### src/supply_ctrl_pkg.sv
// Package: constants and carrier types of the input map and supply control.
`default_nettype none
package supply_ctrl_pkg;
   localparam int N_CH          = 8;
   localparam int N_PWM         = 2;
   localparam logic [7:0] MAP_A_RST = 8'h04;
   localparam logic [7:0] MAP_B_RST = 8'h08;
   localparam logic [7:0] OUT_RST   = 8'h00;
   localparam logic [7:0] PWMMAP_RST = 8'h00;
   localparam logic [1:0] PWMEN_RST = 2'h0;

   typedef enum logic [2:0]
   {
      MODE_SLEEP  = 3'b001,
      MODE_ACTIVE = 3'b010,
      MODE_LIMP   = 3'b100
   } mode_t;

   typedef struct packed
   {
      logic [7:0] out_bits;
      logic [7:0] map_a;
      logic [7:0] map_b;
      logic [7:0] pwm0_map;
      logic [7:0] pwm1_map;
   } regs_t;

   localparam regs_t REGS_RST = '{OUT_RST, MAP_A_RST, MAP_B_RST,
                                  PWMMAP_RST, PWMMAP_RST};
endpackage : supply_ctrl_pkg
`default_nettype wire

### src/input_map_mode_supply_control.sv
// Module: direct input mapping, mode selection and supply gating.
`timescale 1ns/10ps
`default_nettype none
//Function
// RULE1: Default map links input a to channel 2 and input b to channel 3.
// RULE2: Each input has its own writable channel map register.
// RULE3: Channel drive is OR of output bits, mapped PWM and mapped inputs.
// RULE4: Input levels are visible in a monitor, also in limp-home mode.
// RULE5: Any input high with idle low enters limp-home on default channels.
// RULE6: Idle low with all inputs low enters sleep mode.
// RULE7: Host holds each idle level for the mode transition time.
// RULE8: Idle low returns every register to its default value.
// RULE9: Sleep conditions disable both supply undervoltage detectors.
// RULE10: Sleep conditions refuse serial traffic and keep serial output off.
// RULE11: Both supplies low block channels and serial traffic, reset registers.
// RULE12: Digital supply low blocks serial traffic and resets registers.
// RULE13: Analog supply low disables channels until it recovers.
module input_map_mode_supply_control
   import supply_ctrl_pkg::*;
(
   input  wire logic                        CLK_I,
   input  wire logic                        RESET_I,
   input  wire logic                        CE_I,
   input  wire logic                        DIRECT_INPUT_A_I,
   input  wire logic                        DIRECT_INPUT_B_I,
   input  wire logic                        IDLE_I,
   input  wire logic                        ANALOG_SUPPLY_UV_I,
   input  wire logic                        DIGITAL_SUPPLY_UV_I,
   input  wire logic                        REG_WE_I,
   input  wire supply_ctrl_pkg::regs_t      REG_WDATA_I,
   input  wire logic [1:0]                  PWM_I,
   input  wire logic                        CHIP_SELECT_LOW_I,
   output var  supply_ctrl_pkg::regs_t      REG_RDATA_O,
   output var  logic [1:0]                  INPUT_LEVEL_MONITOR_O,
   output var  logic [7:0]                  CHANNEL_DRIVE_O,
   output var  supply_ctrl_pkg::mode_t      MODE_O,
   output logic                             SPI_ENABLE_O,
   output logic                             SERIAL_OUT_OE_O,
   output logic                             UV_DETECT_EN_O
);
   import supply_ctrl_pkg::*;

   ////////////////////////////////////////////////////////////////////////
   // Pin synchronisers.
   logic [4:0] sync1_reg;
   logic [4:0] sync2_reg;
   logic       in_a;
   logic       in_b;
   logic       idle;
   logic       uv_a;
   logic       uv_d;

   always_ff @(posedge CLK_I)
   begin
      if (RESET_I)
      begin
         // Reset to the resting pin levels so no false limp-home follows.
         sync1_reg <= 5'h04;
         sync2_reg <= 5'h04;
      end
      else if (CE_I)
      begin
         sync1_reg <= {DIGITAL_SUPPLY_UV_I, ANALOG_SUPPLY_UV_I, IDLE_I,
                       DIRECT_INPUT_B_I, DIRECT_INPUT_A_I};
         sync2_reg <= sync1_reg;
      end
   end

   assign in_a = sync2_reg[0];
   assign in_b = sync2_reg[1];
   assign idle = sync2_reg[2];
   // Detectors are off in sleep, so their flags count only when enabled.
   assign uv_a = sync2_reg[3] & UV_DETECT_EN_O;
   assign uv_d = sync2_reg[4] & UV_DETECT_EN_O;

   ////////////////////////////////////////////////////////////////////////
   // Mode selection.
   logic  sleep_cond;
   mode_t mode_next;

   assign sleep_cond = !idle && !in_a && !in_b;

   always_comb
   begin
      if (idle)
         mode_next = MODE_ACTIVE;
      else if (in_a || in_b)
         mode_next = MODE_LIMP;                        // [RULE5]
      else
         mode_next = MODE_SLEEP;                       // [RULE6]
   end

   always_ff @(posedge CLK_I)
   begin
      if (RESET_I)
         MODE_O <= MODE_SLEEP;
      else if (CE_I)
         MODE_O <= mode_next;
   end

   assign UV_DETECT_EN_O = !sleep_cond;                // [RULE9]
   // Serial access needs idle high, no sleep and a good digital supply.
   assign SPI_ENABLE_O = idle && !sleep_cond && !uv_d; // [RULE10] [RULE11] [RULE12]
   assign SERIAL_OUT_OE_O = SPI_ENABLE_O && !CHIP_SELECT_LOW_I; // [RULE10]

   ////////////////////////////////////////////////////////////////////////
   // Register file with defaults forced by idle low or digital undervoltage.
   regs_t regs_reg;

   always_ff @(posedge CLK_I)
   begin
      if (RESET_I)
         regs_reg <= REGS_RST;
      else if (CE_I)
      begin
         if (!idle || uv_d)
            regs_reg <= REGS_RST;                      // [RULE1] [RULE8] [RULE11] [RULE12]
         else if (REG_WE_I && SPI_ENABLE_O)
            regs_reg <= REG_WDATA_I;                   // [RULE2]
      end
   end

   always_ff @(posedge CLK_I)
   begin
      if (RESET_I)
      begin
         REG_RDATA_O           <= REGS_RST;
         INPUT_LEVEL_MONITOR_O <= 2'h0;
      end
      else if (CE_I)
      begin
         REG_RDATA_O           <= regs_reg;
         INPUT_LEVEL_MONITOR_O <= {in_b, in_a};        // [RULE4]
      end
   end

   ////////////////////////////////////////////////////////////////////////
   // Channel drive.
   logic [7:0] drive_next;
   logic [7:0] map_a_use;
   logic [7:0] map_b_use;

   always_comb
   begin
      map_a_use = (MODE_O == MODE_LIMP) ? MAP_A_RST : regs_reg.map_a; // [RULE5]
      map_b_use = (MODE_O == MODE_LIMP) ? MAP_B_RST : regs_reg.map_b;
      drive_next = regs_reg.out_bits
                 | (regs_reg.pwm0_map & {N_CH{PWM_I[0]}})
                 | (regs_reg.pwm1_map & {N_CH{PWM_I[1]}})
                 | (map_a_use & {N_CH{in_a}})
                 | (map_b_use & {N_CH{in_b}});          // [RULE3]
      if (uv_a || MODE_O == MODE_SLEEP)
         drive_next = 8'h00;                           // [RULE11] [RULE13]
   end

   always_ff @(posedge CLK_I)
   begin
      if (RESET_I)
         CHANNEL_DRIVE_O <= 8'h00;
      else if (CE_I)
         CHANNEL_DRIVE_O <= drive_next;
   end
endmodule : input_map_mode_supply_control
`default_nettype wire

### config.mk
export PLATFORM = sky130hd
export DESIGN_NAME = input_map_mode_supply_control
export DESIGN_NICKNAME = d
export VERILOG_FILES = /design/src/supply_ctrl_pkg.sv /design/src/input_map_mode_supply_control.sv
export SDC_FILE = /design/constraint.sdc
export NUM_CORES = 1
export LEC_CHECK = 0
export ABC_AREA = 1
export BUFFER_PORTS_ARGS = -buffer_cell sky130_fd_sc_hd__buf_4
export CAP_MARGIN = 25
export CORE_MARGIN = 1
export CORE_UTILIZATION = 47
export DETAILED_ROUTE_END_ITERATION = 7
export HOLD_SLACK_MARGIN = 0.06
export PLACE_DENSITY = 0.76
export SYNTH_ARGS = -nofsm -noshare
export SYNTH_HDL_FRONTEND = slang
export SYNTH_SLANG_ARGS = --single-unit
### constraint.sdc
create_clock -name CLK_I -period 1.3 [get_ports CLK_I]
set_clock_uncertainty 0.15 [all_clocks]
set_input_delay 0.26 -clock CLK_I [delete_from_list [all_inputs] [get_ports CLK_I]]
set_output_delay 0.26 -clock CLK_I [all_outputs]
set_load 0.01 [all_outputs]
==> flow_results.org, run 1 <==
** Outcome
- Run status :: complete, but fails checks
- Violations in the final reports :: negative setup slack

** Power and ir drop
- Peak supply drop :: 0.874 mV
- The share of total power dissipated in combinational logic is 0.241.
- Internal power component :: 0.00500 W
- Dividing total power by cell area gives a power density of 1140 mW/mm^2.
- Reported net switching power :: 0.00213 W
- In this run the static leakage power is 2.74 nW.
- The share of total power dissipated in the clock network is 0.256.
- Switching share of power :: 0.298
- Sequential group share of total power :: 0.504

** Layout
- The count of cells in the finished layout, fillers not included, comes to 793.
- Number of nets in the finished design :: 740
- Share of cells above drive strength 1 :: 0.355
- The repair_antennas step left the layout with diodes totalling 0.
- P&R area growth vs syn :: 59.4%
- The filler cells instantiated in the layout total 432.

** Worst setup path
- Arr. time, crit path :: 1.22 ns
- Setup slack on the worst reg-to-reg path comes out at -0.30 ns.
- STA classifies the critical path startpoint as a flop.
- The worst setup path is of the reg -> out kind.
- Delay-heaviest family, CP :: flip-flops
- Worst path cell trace :: inv_2 -> nor2_4 -> buf_6 -> inv_4 -> nor2_4 -> buf_6
- Required time reported for the critical path endpoint :: 0.89 ns
- Counting both buffers and inverters, the worst setup path holds a total of 4.
- Slowest CP cell :: sky130_fd_sc_hd__dfxtp_2
- Delay contributed by the slowest stage of the critical path :: 0.34 ns
- Along the worst path, the maximum fanout reaches 2.
- STA classifies the critical path endpoint as a primary output.

** Placed design
- Port buffering added 107 buffers.
- Post-place setup slack :: -0.0489 ns
- Cell Count Post-Placement :: 718
- Routability-driven placement finished with a final weighted congestion of 0.832.
- Post-DP HPWL :: 7460 um

** Route
- After detailed routing, the number of remaining DRC violations is 0.
- Detail Route Antenna Nets :: 0
- Final routed wirelength across all metal layers :: 15,200 um
- The routed layout has 4,639 vias.
- Dividing the detail-routed via count by the number of cells gives 5.85.
- Dividing the detail-routed wire length by the instance count gives 19.1 um.
- The pre-antenna-repair detailed-routing pass consisted of 5 iterations.
- For this block, the initial DRC count from the detailed router was 423.

** Logic synthesis
- Avg Synthesized Cell Area :: 7.49 um^2
- Count of different cell masters after synthesis :: 20
- The cell count after synthesis came out at 523.
- Yosys printed 0 warnings.
- Synthesis inferred 103 register bits.
- Summing every instance area after synthesis gives 0.00392 mm^2.
- Sequential area share after synthesis :: 0.527
- Number of nets in the synthesized netlist :: 575

** Global routing
- Vias in the first global route :: 4,270
- Global routing finished with a remaining overflow of 0.
- The number of antenna violations at the first check in global routing came to 0.
- First-pass GRT wire length :: 20,900 um
- In the global route stage, overall resource usage came out at 0.309.
- Entering global routing, the biggest net connects 42 pins.

** Floorplan
- The total area inside the core boundary comes to 0.00789 mm^2.
- Initial Utilization :: 0.497
- Measured along the x axis, the die boundary spans 93.3 um.
- In this run the vertical extent of the chip is 93.3 um.
- Die Footprint :: 0.00870 mm^2
- I/O pins :: 108
- After floorplanning, the core was divided into 32 placement rows.

** Timing
- Setup repair after global routing missed its margin :: true
- Worst rel slew slack :: 0.784
- Peak clock frequency supported by timing :: 612 MHz
- Final setup violating endpoints :: 55
- Min setup slack post-route :: -0.334 ns
- Final period utilization :: 1.26
- The smallest clock period supported by the final layout is computed as 1.63 ns.
- Hold violation count in the final report :: 0
- At the pin with the least slew margin, the transition time is 0.324 ns.
- Final max-slew violation count :: 0

** Clocking
- Maximum level of the CTS H-tree :: 3
- CTS tree :: yes
- Sinks on Clock Net :: 103
- The longest clock path from root to sink contains 2 buffers.
- Total CTS buffers :: 9
- Root Buffer :: sky130_fd_sc_hd__clkbuf_8
- Clock-pin slew was measured on the worst setup and hold paths at 0.10 ns.
- The clock reaches the later pin of the worst-skew pair after 0.38 ns.

** Worst hold path
- Min-delay worst type :: in -> reg

** Job
- Total of max-cap violations :: 0
==> tightest hold or removal path: cells and delay by family <==
family                 cells  cell delay (ns)
AOI/OAI and AO/OA          1             0.06
buffers and inverters      2             0.31
==> power by group through the flow <==
| stage | combinational (W) | clock [W] | sequential (W) |
|---|---|---|---|
| 6_report | 0.00171 | 0.00182 | 0.00359 |
| 5_1_grt | 0.00181 | 0.00197 | 0.00360 |
| 4_1_cts | 0.00146 | 0.00179 | 0.00355 |
| 3_5_place_dp | 0.00108 | 0 | 0.00361 |
| 3_3_place_gp | 0.00106 | 0 | 0.00361 |
| 2_1_floorplan | 0.000553 | 0 | 0.00362 |
==> cells in the mapped netlist (all sizes together) <==
cell type | count | area (um^2)
a211oi | 1 | 7.51
a21oi | 60 | 304
buf | 19 | 113
clkbuf | 19 | 71.3
clkinv | 1 | 3.75
dfxtp | 103 | 2060
inv | 12 | 45.0
nand2 | 68 | 258
nand3 | 9 | 45.0
nand3b | 1 | 7.51
nor2 | 135 | 514
o211ai | 4 | 30.0
o21ai | 91 | 455
==> cell type report <==
cell class                 count  area, um^2  share of cell area
inverter                      13        53.8             0.00862
sequential                   103        2070               0.332
multi-input combinational    369        1990               0.319
timing repair buffer         192        1840               0.294
tap                          102         128              0.0204
clock buffer                  13         159              0.0255
clock inverter                 1        5.00            0.000802
==> cells in the final DEF, fill, tap and decap left out <==
master	Yosys	layout
sky130_fd_sc_hd__buf_8	0	1
sky130_fd_sc_hd__o21ai_1	16	18
sky130_fd_sc_hd__nand3b_1	1	1
sky130_fd_sc_hd__nand2_4	0	3
sky130_fd_sc_hd__nand2_1	67	62
sky130_fd_sc_hd__a21oi_4	0	13
sky130_fd_sc_hd__buf_16	0	2
sky130_fd_sc_hd__nor2_1	134	131
sky130_fd_sc_hd__buf_4	0	118
sky130_fd_sc_hd__nor2_2	0	2
sky130_fd_sc_hd__a211oi_1	1	1
sky130_fd_sc_hd__o21ai_0	75	52
sky130_fd_sc_hd__a21oi_1	59	19
sky130_fd_sc_hd__inv_4	0	2
sky130_fd_sc_hd__nor2_4	1	2
sky130_fd_sc_hd__clkbuf_16	0	2
sky130_fd_sc_hd__a21oi_2	1	28
sky130_fd_sc_hd__clkbuf_8	0	11
sky130_fd_sc_hd__dfxtp_2	0	9
sky130_fd_sc_hd__clkinv_2	0	1
sky130_fd_sc_hd__buf_6	3	13
sky130_fd_sc_hd__dlygate4sd3_1	0	45
sky130_fd_sc_hd__nand3_1	9	9
sky130_fd_sc_hd__buf_12	0	10
sky130_fd_sc_hd__nand2_2	1	3
sky130_fd_sc_hd__clkbuf_1	19	2
sky130_fd_sc_hd__bufbuf_16	0	1
sky130_fd_sc_hd__o21ai_2	0	21
sky130_fd_sc_hd__dfxtp_1	103	94
sky130_fd_sc_hd__inv_2	3	3
sky130_fd_sc_hd__o211ai_1	4	4
sky130_fd_sc_hd__inv_1	9	8
==> worst paths after layout <==
check,start,endpoint,cells after the start
max reg2reg,sync2_reg[2],regs_reg[3],10
min,RESET_I,CHANNEL_DRIVE_O[0],3
max,sync2_reg[2],SERIAL_OUT_OE_O,6
min reg2reg,CHANNEL_DRIVE_O[0],CHANNEL_DRIVE_O[0],2
==> metrics by stage <==
step / area, um^2 / setup TNS (ns) / power (W) / utilization / hold slack (ns)
after floorplan: 3920 / 0 / 0.00417 / - / 0.210
final: 6240 / -8.36 / 0.00713 / 0.791 / 0.129
after global placement: 4890 / 0 / 0.00467 / 0.620 / 0.299
after CTS: 5980 / -5.72 / 0.00680 / 0.758 / 0.122
after detailed placement: 4890 / -0.484 / 0.00469 / 0.620 / 0.309
after global routing: 6240 / -10.84 / 0.00738 / 0.791 / 0.113
==> layer usage <==
layer,GRT usage,part of all wire,vias up
met5,0,0,-
met4,0.144,0.053,0
met2,0.519,0.47,336
met1,0.385,0.39,2158
met3,0.0553,0.091,97
li1,-,-,2048
==> kinds of logic after synthesis <==
family | after synthesis | synth area share
AO/OA/AOI/OAI | 156 | 0.204
buffers and inverters | 51 | 0.0594
flip-flops | 103 | 0.527
AND/OR/NAND/NOR | 213 | 0.211
==> what timing repair did <==
action	CTS	global route
setup endpoints to repair	45	59
endpoints found under the hold margin	45	0
gates resized for setup	107	45
cloned	5	2
pin swaps	3	19
hold buffers	45	0
buffers inserted	5	5
Note: power is estimated with default switching activity, not from simulation.
==> inputs of run 2 (changes only) <==
Settings changed: ABC_AREA 1 to not set.
==> flow_results.org, run 2 <==
** Outcome
- Run status :: complete, but fails checks
- Violations in the final reports :: negative setup slack

** Worst setup path
- Reg2Reg Setup Slack :: -0.36 ns (-0.06 ns)
- The startpoint identified for the worst register-to-register timing path is sync2_reg[4].
- Required time reported for the critical path endpoint :: 0.89 ns (about the same)
- Crit path max fanout :: 2 (unchanged)
- Startpoint Class :: flop
- The endpoint identified for the worst register-to-register timing path is regs_reg[24].
- The path depth of the worst reg2reg path was 8 (-2).
- STA classifies the critical path endpoint as a primary output.
- Worst setup path category :: reg -> out
- The data arrival time of the critical path is 1.37 ns (+0.15 ns).

** Placed design
- Placement-stage cell area :: 0.00506 mm^2 (+3.3%)
- The detailed placement HPWL came to 7330 um (-1.8%).
- Count of port buffers added during placement :: 107 (unchanged)
- Global placer's final weighted congestion :: 0.811 (-2.6%)
- The setup slack after placement is -0.194 ns (-0.145 ns).

** Global routing
- The largest net degree at the start of global routing came to 45 (+7.1%).
- Remaining global-route overflow :: 0 (unchanged)
- Vias in the first global route :: 3,841 (-10%)
- The number of antenna violations at the first check in global routing came to 0 (unchanged).
- The wire length of the first global-routing pass came to 19,500 um (-6.8%).
- The total routing resource utilization after global routing was 0.293 (-0.0162).

** Logic synthesis
- The number of enable flip-flop cells after synthesis is 0 (unchanged).
- Post-synthesis sequential element count :: 103 (unchanged)
- The instance count of the mapped netlist is 428 (-18%).
- The average instance area after synthesis came to 9.25 um^2 (+24%).
- The fraction of registers with async set or reset after synthesis was 0 (unchanged).
- The sequential element share of the synthesized area is 0.521 (-0.00582).
- In the synthesized netlist the dominant register cell turns out to be sky130_fd_sc_hd__dfxtp_1.
- After synthesis, the most frequently instantiated cells are sky130_fd_sc_hd__dfxtp_1, sky130_fd_sc_hd__nor2_1, sky130_fd_sc_hd__mux2i_1.
- In the post-synthesis netlist, the cell with the most instances is sky130_fd_sc_hd__dfxtp_1.
- Count of different cell masters after synthesis :: 26 (+30%)
- The largest total area in the synthesized netlist belongs to sky130_fd_sc_hd__dfxtp_1.
- The netlist area before placement was 0.00396 mm^2 (+1.1%).
- Syn. warnings :: 0 (unchanged)
- Leading cell types by total area after synthesis :: sky130_fd_sc_hd__dfxtp_1, sky130_fd_sc_hd__mux2i_1, sky130_fd_sc_hd__nand4_1, sky130_fd_sc_hd__nor2_1, sky130_fd_sc_hd__a21oi_1
- The area share of the largest cell type after synthesis came to 0.521 (-0.00582).
- Number of nets in the synthesized netlist :: 480 (-17%)

** Power and ir drop
- Lkg Pwr :: 2.76 nW (+0.60%)
- The power share of the sequential group was 0.530 (+0.026).
- Switching share of power :: 0.273 (-0.0255)
- The cell-internal power was 0.00465 W (-7.0%).
- The combinational share of power is 0.194 (-0.047).
- The clock power share was 0.276 (+0.020).
- The maximum resistive drop on vdd is 0.915 mV (+4.7%).
- The net switching power came to 0.00174 W (-18%).
- The ratio of total power to cell area came to 1000 mW/mm^2 (-12%).

** Route
- Drt via density :: 5.78 (-1.2%)
- The wire length after detailed routing was 13,500 um (-11%).
- Average wire per standard cell :: 19.1 um (about the same)
- Iteration-0 DRC count of the detailed router :: 293 (-31%)
- The total number of vias came to 4,065 (-12%).
- The remaining antenna violation count after routing came to 0 (unchanged).
- DRC violation count after routing :: 0 (unchanged)
- First drt pass iteration count :: 6 (+1)

** Clocking
- The deepest level of the CTS H-tree is 3 (unchanged).
- Max Root-Sink Buffers :: 2 (unchanged)
- Clock insertion delay at the later pin of the skew report :: 0.37 ns (about the same)
- Sinks on Clock Net :: 103 (unchanged)
- The number of buffers created by CTS is 9 (unchanged).
- Clock-pin slew reported for the worst setup and hold paths after clock tree synthesis :: 0.09 ns (about the same)
- CTS tree :: yes
- In this run the clock root is driven by a sky130_fd_sc_hd__clkbuf_8.

** Floorplan
- The placeable core region was 0.00818 mm^2 (+3.6%).
- The number of placement rows came to 33 (+3.1%).
- The I/O pin count is 108 (unchanged).
- Overall die width :: 93.8 um (+0.55%)
- The starting density of the core is 0.484 (-0.0121).
- Die extent in y :: 93.8 um (+0.55%)
- The floorplan die area was 0.00880 mm^2 (+1.1%).

** Worst hold path
- Min-delay worst type :: in -> reg
- For hold timing, the worst endpoint is MODE_O[2].
- The worst hold path begins at RESET_I.
- Hold Path Cell Cnt :: 2 (-1)

** Layout
- Layout Cell Area excl Fill :: 0.00639 mm^2 (+2.3%)
- Most common cell after layout, fill and taps aside :: sky130_fd_sc_hd__buf_4
- Relative to the synthesized area, the layout overhead comes to 61.3%.
- The diode insertion count for antenna repair came to 0 (unchanged).
- Share of cells above drive strength 1 :: 0.445 (+0.0903)
- Number of nets in the finished design :: 648 (-12%)
- In the layout the commonest cells are sky130_fd_sc_hd__buf_4, sky130_fd_sc_hd__dfxtp_1, sky130_fd_sc_hd__nor2_1.
- Util after Layout :: 0.781 (-0.0101)

** Timing
- Final setup violating endpoints :: 57 (+3.6%)
- Post-layout min period :: 1.78 ns (+0.146 ns)
- Peak clock frequency supported by timing :: 562 MHz (-8.2%)
- Final max-slew violation count :: 0 (unchanged)
- Setup repair after global routing missed its margin :: true
- The final clock period utilization by the worst path is 1.37 (+0.113).
- The slew at the pin closest to its max-slew limit is 0.297 ns (-0.0264 ns).
- The final hold violation count is 0 (unchanged).
- Min setup slack post-route :: -0.480 ns (-0.146 ns)
- Worst rel slew slack :: 0.802 (+0.0176)

** Job
- The number of maximum-capacitance violations came to 0 (unchanged).
-- run 2: cell types whose count changed after synthesis, sizes merged, moves of 12 or more --
cell and change:
o21ai -80, a21oi -18, mux2i +51, a22oi +12, nand2 -26, nand4 +38
nor2 -76
-- run 2: critical path, cell delays in order, from the launching register on --
cell                      delay [ns]
sky130_fd_sc_hd__dfxtp_2        0.34
sky130_fd_sc_hd__or3_4          0.41
sky130_fd_sc_hd__buf_6          0.14
sky130_fd_sc_hd__buf_6          0.11
-- run 2: worst max-delay path by stage --
| stage | startpoint | end | slack [ns] | cells after the start |
|---|---|---|---|---|
| 4_1_cts | sync2_reg[0] | UV_DETECT_EN_O | -0.44 | 3 |
| 6_report | sync2_reg[1] | UV_DETECT_EN_O | -0.48 | 3 |
| 3_5_place_dp | sync2_reg[1] | CHANNEL_DRIVE_O[2] | -0.19 | 5 |
| 3_3_place_gp | sync2_reg[1] | CHANNEL_DRIVE_O[3] | -0.16 | 5 |
| 5_1_grt | sync2_reg[1] | UV_DETECT_EN_O | -0.51 | 3 |
| 2_1_floorplan | sync2_reg[1] | CHANNEL_DRIVE_O[2] | -0.17 | 4 |
-- run 2: final cells by class --
class / instances / area (um^2)
Sequential cell: 103 / 2080
Tap cell: 105 / 131
Clock buffer: 11 / 141
Clock inverter: 2 / 10.0
Multi-Input combinational cell: 284 / 2140
Timing Repair Buffer: 196 / 1870
Fill cell: 484 / 1790
Inverter: 2 / 12.5
-- run 2: power groups by stage --
stage | Combinational, W | Sequential [W] | Clock, W
after global routing | 0.00131 | 0.00340 | 0.00190
after global placement | 0.000797 | 0.00343 | 0
final | 0.00124 | 0.00339 | 0.00177
after CTS | 0.00114 | 0.00336 | 0.00172
after detailed placement | 0.000808 | 0.00343 | 0
after floorplan | 0.000432 | 0.00342 | 0
-- run 2: cells by family after synthesis --
family / after synthesis / synth area share
buffers and inverters: 41 / 0.0445
and+or+nand+nor: 153 / 0.181
AOI/OAI and AO/OA: 80 / 0.125
muxes: 51 / 0.129
DFF: 103 / 0.521
-- run 2: per-stage QoR --
step	total power, W	TNS (ns)	std cells	hold slack (ns)
2_1_floorplan	0.00385	-1.13	428	0.232
3_3_place_gp	0.00422	-1.98	629	0.306
3_5_place_dp	0.00424	-3.18	629	0.313
4_1_cts	0.00623	-12.41	704	0.0832
5_1_grt	0.00661	-17.36	703	0.0985
6_report	0.00639	-15.13	703	0.0863
-- run 2: metal layers --
metal	vias up	global-route usage	wire length, um
met4	0	0.127	483
met1	1950	0.365	5260
met2	222	0.490	6730
met3	57	0.0566	971
li1	1836	-	-
met5	-	0	0
-- run 2: repair_timing --
item,4_1_cts,5_1_grt
pin swaps,26,48
setup endpoints to repair,55,62
hold buffers,43,0
hold endpoints to repair,43,0
gates resized for setup,70,91
gates cloned,7,0
buffers inserted,13,3
==> inputs of run 3 (changes only) <==
Settings changed: PLACE_DENSITY 0.76 to 0.83.
==> flow_results.org, run 3 (synthesis gave the netlist of run 2 again) <==
** Global routing
- Vias in the first global route :: 3,988 (+3.8%)
- The wire length of the first global-routing pass was 20,800 um (+6.8%).
- The largest net degree at the start of global routing was 49 (+8.9%).
- Antenna violations before repair :: 0 (unchanged)
- The total routing resource utilization after global routing came to 0.309 (+0.0158).
- Remaining global-route overflow :: 0 (unchanged)

** Layout
- The final cell area excluding filler cells came to 0.00640 mm^2 (+0.22%).
- Final Non-Filler Cells :: 697 (-0.85%)
- Highest-count cells in the layout ignoring fill and taps :: sky130_fd_sc_hd__buf_4, sky130_fd_sc_hd__dfxtp_1, sky130_fd_sc_hd__nor2_1
- The final-stage net count was 639 (-1.4%).
- The diode insertion count for antenna repair was 0 (unchanged).
- Leaving out fill and tap cells, the most frequent cell in the layout is sky130_fd_sc_hd__buf_4.
- The share of final-layout standard cells stronger than drive strength 1 came to 0.454 (+0.00958).
- Relative to the synthesized area, the layout overhead comes to 61.6%.

** Power and ir drop
- The clock power share came to 0.333 (+0.057).
- Switching share of power :: 0.277 (+0.00455)
- Total power of the final layout :: 0.00695 W (+8.6%)
- The net switching power is 0.00193 W (+10%).
- Sequential group share of total power :: 0.489 (-0.041)
- The maximum resistive drop on vdd came to 0.523 mV (-43%).
- Power per cell area :: 1080 mW/mm^2 (+8.4%)
- Internal power component :: 0.00502 W (+7.9%)
- Lkg Pwr :: 2.74 nW (-0.56%)
- The combinational share of power was 0.178 (-0.016).

** Worst hold path
- Min-delay worst type :: in -> reg

** Timing
- Setup repair after global routing could not meet its margin everywhere.
- The upper clock frequency limit came to 575 MHz (+2.4%).
- The time the worst path needs with I/O delays and setup is 1.74 ns (-0.0410 ns).
- Hold violation count in the final report :: 0 (unchanged)
- The worst-case headroom to the max-slew limit was 0.703 (-0.0994).
- WHS :: 0.0627 ns (-0.0237 ns)
- Final period utilization :: 1.34 (-0.0315)
- Summed negative setup slack over all endpoints :: -12.38 ns (+2.75 ns)
- The slew at the pin closest to its max-slew limit was 0.446 ns (+0.149 ns).
- Final setup violating endpoints :: 53 (-7.0%)
- Final max-slew violation count :: 0 (unchanged)
- The final worst-path setup slack came to -0.439 ns (+0.0410 ns).

** Worst setup path
- Startpoint Class :: flop
- The largest incremental delay on the critical path is 0.39 ns (-0.02 ns).
- Delay-heaviest family, CP :: simple AND/OR/NAND/NOR gates
- Reg2Reg Setup Slack :: -0.44 ns (-0.08 ns)
- STA classifies the critical path endpoint as a flop.
- The data arrival time of the critical path is 1.89 ns (+0.52 ns).
- Required time reported for the critical path endpoint :: 1.45 ns (+0.56 ns)
- The worst setup path is of the reg -> reg kind.
- Crit path max fanout :: 8 (+6)
- The slowest stage of the critical path belongs to the cell sky130_fd_sc_hd__or3_4.
- The signal on the critical path passes through or3_4 -> buf_4 -> a211oi_4 -> buf_6 -> a22oi_2 -> nor2_1.
- The buffers plus inverters on the worst setup path is 2 (unchanged).

** Placed design
- Post-DP HPWL :: 7440 um (+1.6%)
- The global placer's final weighted congestion is 0.810 (-0.11%).
- Cell Count Post-Placement :: 624 (-0.79%)
- Count of port buffers added during placement :: 107 (unchanged)
- Placement-stage cell area :: 0.00502 mm^2 (-0.74%)

** Floorplan
- The y dimension of the die was 93.8 um (unchanged).
- The die width came to 93.8 um (unchanged).
- The I/O pin count was 108 (unchanged).
- Total number of placement rows :: 33 (unchanged)
- Initial Utilization :: 0.484 (unchanged)
- The placeable core region was 0.00818 mm^2 (unchanged).
- Die Footprint :: 0.00880 mm^2 (unchanged)

** Clocking
- The number of sinks handled by clock tree synthesis came to 103 (unchanged).
- Clock-pin slew reported for the worst setup and hold paths after clock tree synthesis :: 0.10 ns (about the same)
- The deepest level of the CTS H-tree came to 3 (unchanged).
- The maximum buffer depth of the clock tree was 2 (unchanged).
- Root Buffer :: sky130_fd_sc_hd__clkbuf_8
- The clock insertion delay at the later pin of the skew report is 0.38 ns (about the same).
- CTS tree :: yes
- Total CTS buffers :: 9 (unchanged)

** Outcome
- Violations in the final reports :: negative setup slack
- The flow ran to the end, but the final reports show violations.

** Route
- Average wire per standard cell :: 21.1 um (+10%)
- The via-per-instance ratio was 6.03 (+4.3%).
- The remaining design rule violation count came to 0 (unchanged).
- Iteration-0 DRC count of the detailed router :: 413 (+41%)
- The detailed-router iteration count before antenna repair is 6 (unchanged).
- Final routed wirelength across all metal layers :: 14,700 um (+9.3%)
- The total number of vias came to 4,203 (+3.4%).
- Detail Route Antenna Nets :: 0 (unchanged)

** Job
- Total of max-cap violations :: 0 (unchanged)
-- run 3: changes by cell type in the layout (fill, tap and decap cells not counted), moves of 4 or more --
| cell | previous run | this run |
|---|---|---|
| sky130_fd_sc_hd__buf_4 | 120 | 115 |
| sky130_fd_sc_hd__buf_6 | 18 | 13 |
| sky130_fd_sc_hd__buf_16 | 4 | 0 |
| sky130_fd_sc_hd__dfxtp_2 | 14 | 20 |
| sky130_fd_sc_hd__dfxtp_1 | 88 | 82 |
| sky130_fd_sc_hd__buf_12 | 9 | 13 |
-- run 3: tightest hold or removal path: stages --
cell and delay (ns):
sky130_fd_sc_hd__buf_4 0.08, sky130_fd_sc_hd__nand2b_1 0.09, sky130_fd_sc_hd__mux2i_1 0.06, sky130_fd_sc_hd__nand2b_1 0.07
-- run 3: area by class of cell --
type	count	area, um^2
fillers	461	1770
multi-input cells	284	2180
repair buffers	187	1770
well taps	105	131
inverters	2	10.0
clock buffers	9	124
flip-flops and latches	103	2090
clock inverters	7	103
-- run 3: power groups by stage --
stage | registers, W | clock network (W) | logic [W]
final | 0.00339 | 0.00231 | 0.00124
after global placement | 0.00342 | 0 | 0.000774
after detailed placement | 0.00343 | 0 | 0.000794
after CTS | 0.00336 | 0.00228 | 0.00106
after global routing | 0.00340 | 0.00244 | 0.00130
after floorplan | 0.00342 | 0 | 0.000432
-- run 3: what timing repair did --
action	CTS	global route
endpoints found under the hold margin	42	1
pin swaps	28	56
cloned	4	2
hold buffers	42	1
endpoints found under the setup margin	54	66
resized for setup	65	106
buffers inserted	11	2
-- run 3: path summary, 6_finish.rpt --
path | from | end | cells past startpoint
min | REG_WDATA_I[19] | regs_reg[19] | 4
max | sync2_reg[0] | CHANNEL_DRIVE_O[0] | 6
min reg2reg | REG_RDATA_O[19] | REG_RDATA_O[19] | 1
max reg2reg | sync2_reg[0] | CHANNEL_DRIVE_O[0] | 6
-- run 3: per-layer routing --
layer | global-route usage | vias to the layer above | wire [um]
met5 | 0 | - | 0
met2 | 0.524 | 280 | 7190
li1 | - | 1834 | -
met4 | 0.167 | 0 | 734
met1 | 0.380 | 2014 | 5590
met3 | 0.0372 | 75 | 1190
-- run 3: stage by stage --
stage	utilization	setup slack, ns
2_1_floorplan	-	-0.170
6_report	0.783	-0.439
3_5_place_dp	0.614	-0.287
5_1_grt	0.783	-0.504
3_3_place_gp	0.614	-0.214
4_1_cts	0.739	-0.428
